$ cat config.mk
export PLATFORM = sky130hd
export DESIGN_NAME = sllp_port
export DESIGN_NICKNAME = d
export VERILOG_FILES = /design/src/sllp_pkg.sv /design/src/sllp_port.sv
export SDC_FILE = /design/constraint.sdc
export NUM_CORES = 1
export LEC_CHECK = 0
export CORE_UTILIZATION = 25
export CTS_CLUSTER_SIZE = 12
export DETAILED_ROUTE_END_ITERATION = 6
export DONT_BUFFER_PORTS = 1
export SYNTH_ARGS = -nofsm -noshare
export SYNTH_HDL_FRONTEND = slang
export SYNTH_SLANG_ARGS = --single-unit
export TNS_END_PERCENT = 30
$ cat constraint.sdc
create_clock -name ref_clk -period 3.2 [get_ports ref_clk]
set_input_delay 0.64 -clock ref_clk [delete_from_list [all_inputs] [get_ports ref_clk]]
set_output_delay 0.64 -clock ref_clk [all_outputs]
set_load 0.03 [all_outputs]
$ cat src/sllp_pkg.sv
package sllp_pkg;
   localparam int unsigned WORD_W     = 24;
   localparam int unsigned NUM_LATCH  = 4;
   localparam int unsigned SEL_W      = 2;
   localparam int unsigned SEL_LSB    = 0;
   localparam int unsigned MUX_W      = 2;
   localparam int unsigned PD_W       = 2;
   // monitor select and power-down fields inside the control latch
   localparam int unsigned MUX_LSB    = 2;
   localparam int unsigned PD_LSB     = 4;
   localparam logic [WORD_W-1:0] LATCH_RESET = 24'h000000;

   typedef enum logic [SEL_W-1:0] {
      SLLP_SEL_CONTROL = 2'h0,
      SLLP_SEL_RCOUNT  = 2'h1,
      SLLP_SEL_NCOUNT  = 2'h2,
      SLLP_SEL_TEST    = 2'h3
   } sllp_sel_e;

   typedef enum logic [MUX_W-1:0] {
      SLLP_MON_LOCK = 2'h0,
      SLLP_MON_NDIV = 2'h1,
      SLLP_MON_RDIV = 2'h2,
      SLLP_MON_LOW  = 2'h3
   } sllp_mon_e;

   // power-down bits: both low means normal operation
   localparam logic [PD_W-1:0] PD_RUN = 2'h0;

   typedef struct packed {
      logic lock_detect;
      logic n_div;
      logic r_div;
   } sllp_mon_s;
endpackage

$ cat src/sllp_port.sv
`timescale 1ns/1ps
`default_nettype none
module sllp_port (
   input  wire logic                       ref_clk,
   input  wire logic                       srst,
   input  wire logic                       serial_clk,
   input  wire logic                       serial_data,
   input  wire logic                       load_strobe,
   input  wire logic                       chip_enable,
   input  wire sllp_pkg::sllp_mon_s        mon_in,
   output var  logic                       monitor_output_pin,
   output var  logic                       charge_pump_output_oe,
   output var  logic                       powered_up,
   output var  logic [sllp_pkg::WORD_W-1:0] control_latch,
   output var  logic [sllp_pkg::WORD_W-1:0] rcount_latch,
   output var  logic [sllp_pkg::WORD_W-1:0] ncount_latch,
   output var  logic [sllp_pkg::WORD_W-1:0] test_latch
);
   // link pins travel together through a two-stage synchroniser; stage a is read only by stage b
   typedef struct packed {
      logic sclk;
      logic sdata;
      logic strobe;
   } sllp_link_s;
   sllp_link_s sync_a;
   sllp_link_s sync_b;
   sllp_link_s next_sync_a;
   sllp_link_s next_sync_b;
   logic       clk_prev;
   logic       le_prev;
   logic       next_clk_prev;
   logic       next_le_prev;
   logic [sllp_pkg::WORD_W-1:0] shift_reg;
   logic [sllp_pkg::WORD_W-1:0] next_shift_reg;
   logic [sllp_pkg::WORD_W-1:0] next_control_latch;
   logic [sllp_pkg::WORD_W-1:0] next_rcount_latch;
   logic [sllp_pkg::WORD_W-1:0] next_ncount_latch;
   logic [sllp_pkg::WORD_W-1:0] next_test_latch;
   logic                        next_monitor_output_pin;
   logic                        next_charge_pump_output_oe;
   logic                        next_powered_up;
   logic                        sclk_rise;
   logic                        le_rise;
   sllp_pkg::sllp_sel_e         sel;
   sllp_pkg::sllp_mon_e         mon_sel;
   logic [sllp_pkg::PD_W-1:0]   pd_bits;

   always_comb begin
      next_sync_a.sclk   = serial_clk;
      next_sync_a.sdata  = serial_data;
      next_sync_a.strobe = load_strobe;
      next_sync_b        = sync_a;
   end

   always_ff @(posedge ref_clk) begin
      if (srst) begin
         sync_a <= '0;
         sync_b <= '0;
      end else begin
         sync_a <= next_sync_a;
         sync_b <= next_sync_b;
      end
   end

   // previous levels reset low like the idle pins, so a reset never fakes an edge
   always_comb begin
      next_clk_prev = sync_b.sclk;
      next_le_prev  = sync_b.strobe;
   end

   always_ff @(posedge ref_clk) begin
      if (srst) begin
         clk_prev <= 1'h0;
         le_prev  <= 1'h0;
      end else begin
         clk_prev <= next_clk_prev;
         le_prev  <= next_le_prev;
      end
   end

   assign sclk_rise = sync_b.sclk & ~clk_prev;
   assign le_rise   = sync_b.strobe & ~le_prev;
   // data and clock share synchroniser depth, so data seen with the edge is the bit set up before it
   assign sel       = sllp_pkg::sllp_sel_e'(shift_reg[sllp_pkg::SEL_LSB +: sllp_pkg::SEL_W]);

   // more bits than a word: only the last word shifted in is kept
   always_comb begin
      next_shift_reg = shift_reg;
      if (sclk_rise) begin
         // msb first: new bit enters at the bottom and older bits move up
         next_shift_reg = {shift_reg[sllp_pkg::WORD_W-2:0], sync_b.sdata};
      end
   end

   always_ff @(posedge ref_clk) begin
      if (srst) begin
         shift_reg <= sllp_pkg::LATCH_RESET;
      end else begin
         shift_reg <= next_shift_reg;
      end
   end

   // a load takes the word as it stood before any shift in the same cycle
   always_comb begin
      next_control_latch = control_latch;
      next_rcount_latch  = rcount_latch;
      next_ncount_latch  = ncount_latch;
      next_test_latch    = test_latch;
      if (le_rise) begin
         unique case (sel)
            sllp_pkg::SLLP_SEL_CONTROL: next_control_latch = shift_reg;
            sllp_pkg::SLLP_SEL_RCOUNT:  next_rcount_latch  = shift_reg;
            sllp_pkg::SLLP_SEL_NCOUNT:  next_ncount_latch  = shift_reg;
            sllp_pkg::SLLP_SEL_TEST:    next_test_latch    = shift_reg;
         endcase
      end
   end

   always_ff @(posedge ref_clk) begin
      if (srst) begin
         control_latch <= sllp_pkg::LATCH_RESET;
         rcount_latch  <= sllp_pkg::LATCH_RESET;
         ncount_latch  <= sllp_pkg::LATCH_RESET;
         test_latch    <= sllp_pkg::LATCH_RESET;
      end else begin
         control_latch <= next_control_latch;
         rcount_latch  <= next_rcount_latch;
         ncount_latch  <= next_ncount_latch;
         test_latch    <= next_test_latch;
      end
   end

   // chip enable and the monitor inputs come from outside, so they pass two stages as well
   logic                logic_ce_unused_guard;
   logic                ce_a;
   logic                ce_b;
   sllp_pkg::sllp_mon_s mon_a;
   sllp_pkg::sllp_mon_s mon_b;
   logic                next_ce_a;
   logic                next_ce_b;
   sllp_pkg::sllp_mon_s next_mon_a;
   sllp_pkg::sllp_mon_s next_mon_b;

   assign logic_ce_unused_guard = 1'h0;
   assign mon_sel = sllp_pkg::sllp_mon_e'(control_latch[sllp_pkg::MUX_LSB +: sllp_pkg::MUX_W]);
   assign pd_bits = control_latch[sllp_pkg::PD_LSB +: sllp_pkg::PD_W];

   always_comb begin
      next_ce_a = chip_enable;
      next_ce_b = ce_a;
   end

   always_ff @(posedge ref_clk) begin
      if (srst) begin
         ce_a <= 1'h0;
         ce_b <= 1'h0;
      end else begin
         ce_a <= next_ce_a;
         ce_b <= next_ce_b;
      end
   end

   // each monitor source is a lone level, so bitwise synchronising is safe here
   always_comb begin
      next_mon_a = mon_in;
      next_mon_b = mon_a;
   end

   always_ff @(posedge ref_clk) begin
      if (srst) begin
         mon_a <= '0;
         mon_b <= '0;
      end else begin
         mon_a <= next_mon_a;
         mon_b <= next_mon_b;
      end
   end

   // power bits are read straight from the control latch, so a new control word acts one cycle after its load
   always_comb begin
      next_powered_up            = ce_b & (pd_bits == sllp_pkg::PD_RUN);
      next_charge_pump_output_oe = next_powered_up;
   end

   always_ff @(posedge ref_clk) begin
      if (srst) begin
         powered_up            <= 1'h0;
         charge_pump_output_oe <= 1'h0;
      end else begin
         powered_up            <= next_powered_up;
         charge_pump_output_oe <= next_charge_pump_output_oe;
      end
   end

   always_comb begin
      unique case (mon_sel)
         sllp_pkg::SLLP_MON_LOCK: next_monitor_output_pin = mon_b.lock_detect;
         sllp_pkg::SLLP_MON_NDIV: next_monitor_output_pin = mon_b.n_div;
         sllp_pkg::SLLP_MON_RDIV: next_monitor_output_pin = mon_b.r_div;
         sllp_pkg::SLLP_MON_LOW:  next_monitor_output_pin = 1'h0;
      endcase
      // powered down: nothing useful to show, so hold the pin low
      if (!next_powered_up) begin
         next_monitor_output_pin = 1'h0;
      end
   end

   always_ff @(posedge ref_clk) begin
      if (srst) begin
         monitor_output_pin <= 1'h0;
      end else begin
         monitor_output_pin <= next_monitor_output_pin;
      end
   end
endmodule
`default_nettype wire

==> flow_summary.ini, run 1 <==
[outcome]
outcome = finished with violations
violations = DRC

[clock_network]
cts.root.buffer_cell = clkbuf_16
clk_pin_slew_ps = 60
ctsResizeCount = 0
clock-sinks = 138
numCtsBuffers = 17
cts_hold_buffers = 0
worstSkewPairLatency_ps = 410
ctsHtreeMaxLevel = 4
cts_max_path_buffers = 2
cts_tree = built
post_cts_buffers = 0

[placement]
numPortBuffers = 0
placed_cell_area_um2 = 4850
hpwl_um = 7564
pre_cts_ws_ps = 1316
gp_congestion = 0.7131
place_inst = 752

[critical_path]
worstSetupPathType = reg -> reg
endpoint_kind = register
path_cells = and4b_1, nand2_1, a21oi_1
crit_start = shift_reg[0]
cp_slowest_cell = and4b_1
worstSetupStartpointType = register
worstPathMaxFanout = 24
required_ps = 3530
arrival_ps = 2230
rrSetupSlack_ps = 1310
critPathMaxStageDelay_ps = 950
reg2regPathDepth = 3
worst_r2r_endpoint = test_latch[4]
r2r-start = shift_reg[0]

[detailed_routing]
wire_per_inst_um = 15.70
first_iter_violations = 173
drc = 18
vias_per_cell = 4.455
postRouteAntennaNets = 0
first_pass_iters = 6
drt-total-wl_um = 12310
vias = 3493

[sta]
min_period_ps = 1894
slew-limit-headroom_pct = 22.98
hold_viol = 0
finalSetupTns_ps = 0
finalSetupViolations = 0
timing.fmax_ghz = 0.5281
whs_ps = 302.2
slew_viol_final = 0
setup_ws_ps = 1306
min_period_over_period_pct = 59.18
rsz0062_at_grt = no
fin_worst_skew_ps = 7.937
tightest_slew_ps = 1150

[worst_hold_path]
hold_end = ce_a
hold_path.startpoint = srst
holdPathStages = 1
min_path_type = in -> reg

[synthesis]
synthTopCellsByCount = nand2_1 (224), dfxtp_1 (138), a21oi_1 (112)
ys_ff_latch = 138
synth_edf_count = 0
yosysTopAreaCellShare_pct = 59.32
syn_area_um2 = 4657
synth_seq_area_share_pct = 59.32
synthTopCellsByArea = dfxtp_1 (59%), nand2_1 (18%), a21oi_1 (12%)
ys.flop_type = dfxtp_1
synth.distinct_cells = 22
syn_avg_cell_area_um2 = 8.316
yosysMostFrequentCell = nand2_1
postSynthCellCount = 560
synth_top_area_cell = dfxtp_1
synth_warnings = 0
async_flop_share_pct = 0
syn_nets = 569

[finish]
drive_gt1_share_pct = 7.387
areaGrowthSynthToFinish_pct = 16.74
fin_nets = 551
final_util_pct = 30.06
insertedDiodeCount = 0
design_area_um2 = 5436
fin_cells = 784

[floorplan]
ios = 108
coreArea_um2 = 18090
start_util_pct = 25.75
die_x_um = 138.5
die-area_um2 = 19180
dieHeight_um = 138.5
rows = 49

[grt]
grt_pass1_vias = 3435
antenna_found_initial = 0
grt_pass1_wl_um = 19780
overflow = 0
grt_max_degree = 138
grtUsageTotal_pct = 13.46

[power_and_ir_drop]
power_density_nw_per_um2 = 683.2
ir_worst_vdd_uv = 336.1
power_mw = 3.714
cellLeakagePower_nw = 1.713

[run]
cap_violations = 0
==> worst max path at each step <==
stage                            end  slack (ps)
detailed placement     test_latch[2]        1320
global placement      test_latch[13]        1410
CTS                    test_latch[2]        1290
finish                 test_latch[4]        1310
global route          test_latch[16]        1090
floorplan           control_latch[3]        1790
==> cell usage in the layout, fill, tap and decap left out, types with 2 or more instances in the layout <==
master	count
nor2b_1	16
clkbuf_16	17
nor4bb_4	2
bufinv_16	2
inv_6	2
clkinvlp_4	3
clkbuf_1	2
nor3b_1	4
nand4bb_1	2
dfxtp_1	138
clkinv_4	4
nor2_1	8
a21oi_1	112
buf_4	5
nand2_1	224
==> power breakdown <==
group | leakage, nW | switching (mW) | internal, mW
clock | 0.277 | 0.772 | 1.18
sequential | 1.11 | 0.00647 | 1.73
combinational | 0.321 | 0.0204 | 0.0114
total | 1.71 | 0.799 | 2.92
==> final cells by class <==
class                      instances  area [um^2]
clock buffer                      20        446.7
clock inverter                    12        140.1
fill                            1934        12650
multi-input combinational        379         1743
sequential                       138         2763
tap                              229        286.5
timing repair buffer               6        57.56
==> cells by family (layout without fill, tap and decap cells) <==
| kind of cell | after synthesis | count (layout) | share of synthesized area, % |
|---|---|---|---|
| muxes | 1 | 1 | 0.2149 |
| DFF | 138 | 138 | 59.32 |
| and+or+nand+nor | 265 | 265 | 24.37 |
| buffers and inverters | 43 | 38 | 3.950 |
| AOI/OAI and AO/OA | 113 | 113 | 12.14 |
==> layer usage <==
metal	GRT usage, %	vias to the layer above	wire (um)
li1	-	1763	-
met1	17.17	1618	5529
met3	5.404	11	1132
met2	20.52	101	5514
met5	0	-	0
met4	4.613	0	134
==> worst max-delay path: cells and delay by family, from the launching register on <==
| family | cells | cell delay (ps) |
|---|---|---|
| AND/OR/NAND/NOR | 2 | 1060 |
| AO/OA/AOI/OAI | 1 | 170 |
| flip-flops | 1 | 580 |
Note: power is estimated with default switching activity, not from simulation.
==> run 2: changes to the inputs <==
Clock period 3.2 ns to 1.7 ns, I/O delays scaled along.
==> flow_summary.ini, run 2 (same netlist as run 1, synthesis figures left out) <==
[outcome]
outcome = finished with violations
violations = DRC

[critical_path]
endpoint_kind = register
worstSetupStartpointType = register
worstSetupPathType = reg -> reg
required_ps = 2060
path_cells = nand2b_1, buf_12, nand2_1, a21oi_1, dlygate4sd3_1
cp_slowest_cell = dlygate4sd3_1
critPathMaxStageDelay_ps = 570
arrival_ps = 1930
worstPathMaxFanout = 24

[placement]
hpwl_um = 7619
gp_congestion = 0.7248
numPortBuffers = 0
placed_cell_area_um2 = 4955

[finish]
fin_nets = 581
final_cell_mix = nand2_1 (224), dfxtp_1 (138), a21oi_1 (112)
final_common_cell = nand2_1
drive_gt1_share_pct = 9.231
design_area_um2 = 5804
areaGrowthSynthToFinish_pct = 24.64
insertedDiodeCount = 0

[worst_hold_path]
min_path_type = in -> reg

[sta]
finalSetupTns_ps = 0
min_period_ps = 1574
tightest_slew_ps = 566.0
fin_worst_skew_ps = 10.50
timing.fmax_ghz = 0.6353
min_period_over_period_pct = 92.59
rsz0062_at_grt = no
finalSetupViolations = 0
hold_viol = 0
slew-limit-headroom_pct = 62.21
slew_viol_final = 0

[floorplan]
die-area_um2 = 19180
dieHeight_um = 138.5
die_x_um = 138.5
start_util_pct = 25.75
ios = 108
coreArea_um2 = 18090
rows = 49

[grt]
antenna_found_initial = 0
grt_pass1_wl_um = 20290
overflow = 0
grt_max_degree = 68
grtUsageTotal_pct = 14.03
grt_pass1_vias = 3545

[power_and_ir_drop]
p_switching_mw = 1.552
p_seq_share_pct = 46.7
power_density_nw_per_um2 = 1204
cellLeakagePower_nw = 1.920
switching_share_pct = 22.20
p_int_mw = 5.439
p_clk_share_pct = 51.3
ir_worst_vdd_uv = 691.3
p_comb_share_pct = 2.0

[detailed_routing]
postRouteAntennaNets = 0
dr.max_layer_used = met4
first_pass_iters = 6
drt-total-wl_um = 12820
drc = 18
wl_met1_um = 5692
vias_per_cell = 4.461
wl_met2_um = 5881
wire_per_inst_um = 15.75
vias = 3631
first_iter_violations = 175
wl_met3_um = 1089

[clock_network]
ctsHtreeMaxLevel = 4
numCtsBuffers = 17
cts.root.buffer_cell = clkbuf_16
cts_tree = built
worstSkewPairLatency_ps = 420
cts_max_path_buffers = 2
post_cts_buffers = 0
clk_pin_slew_ps = 60
clock-sinks = 138

[run]
cap_violations = 0
[run 2: per-layer routing]
| metal | global-route usage, % | vias up |
|---|---|---|
| li1 | - | 1829 |
| met1 | 16.84 | 1697 |
| met2 | 22.39 | 92 |
| met3 | 6.062 | 13 |
| met4 | 4.790 | 0 |
| met5 | 0 | - |
[run 2: layout make-up]
type / instances / area [um^2]
tap: 229 / 286.5
clock buffer: 20 / 466.7
multi-input combinational: 379 / 1748
clock inverter: 12 / 115.1
fill: 1904 / 12280
timing repair buffer: 36 / 425.4
sequential: 138 / 2763
[run 2: path summary, 6_finish.rpt]
| path | start | end | slack [ps] | depth (start not counted) |
|---|---|---|---|---|
| worst max-delay path | clk_prev | shift_reg[20] | 130 | 5 |
| worst min-delay path | mon_in[1] | mon_a[1] | 50 | 1 |
| worst max register to register | clk_prev | shift_reg[20] | 130 | 5 |
| worst min register to register | mon_a[2] | mon_b[2] | 430 | 1 |
[run 2: worst max-delay path, delay by kind of cell (launching register included)]
| family | cells | cell delay, ps |
|---|---|---|
| buf+inv | 2 | 750 |
| flops | 1 | 360 |
| simple gates | 2 | 240 |
| compound gates | 1 | 160 |
[run 2: power groups by stage]
stage | Combinational (mW) | Clock, mW | Sequential (mW)
detailed placement | 0.0601 | 0 | 3.34
floorplan | 0.0875 | 0 | 3.33
global route | 0.150 | 3.83 | 3.26
finish | 0.137 | 3.59 | 3.26
CTS | 0.133 | 3.70 | 3.26
global placement | 0.0600 | 0 | 3.33
[run 2: through the flow]
stage / worst slack (ps) / utilization, % / instances / total power, mW / hold slack (ps)
2_1_floorplan: 291.5 / - / 560 / 3.417 / 413.8
5_1_grt: 8.670 / 32.09 / 814 / 7.247 / 48.70
3_5_place_dp: 199.4 / 27.40 / 761 / 3.396 / 421.2
6_report: 125.9 / 32.09 / 814 / 6.991 / 52.86
3_3_place_gp: 236.3 / 27.40 / 761 / 3.395 / 416.3
4_1_cts: 103.4 / 31.93 / 814 / 7.100 / 31.37
[run 2: what timing repair did]
action,4_1_cts,5_1_grt
endpoints found under the hold margin,49,0
resized for setup,0,7
setup endpoints to repair,0,9
hold buffers,21,0
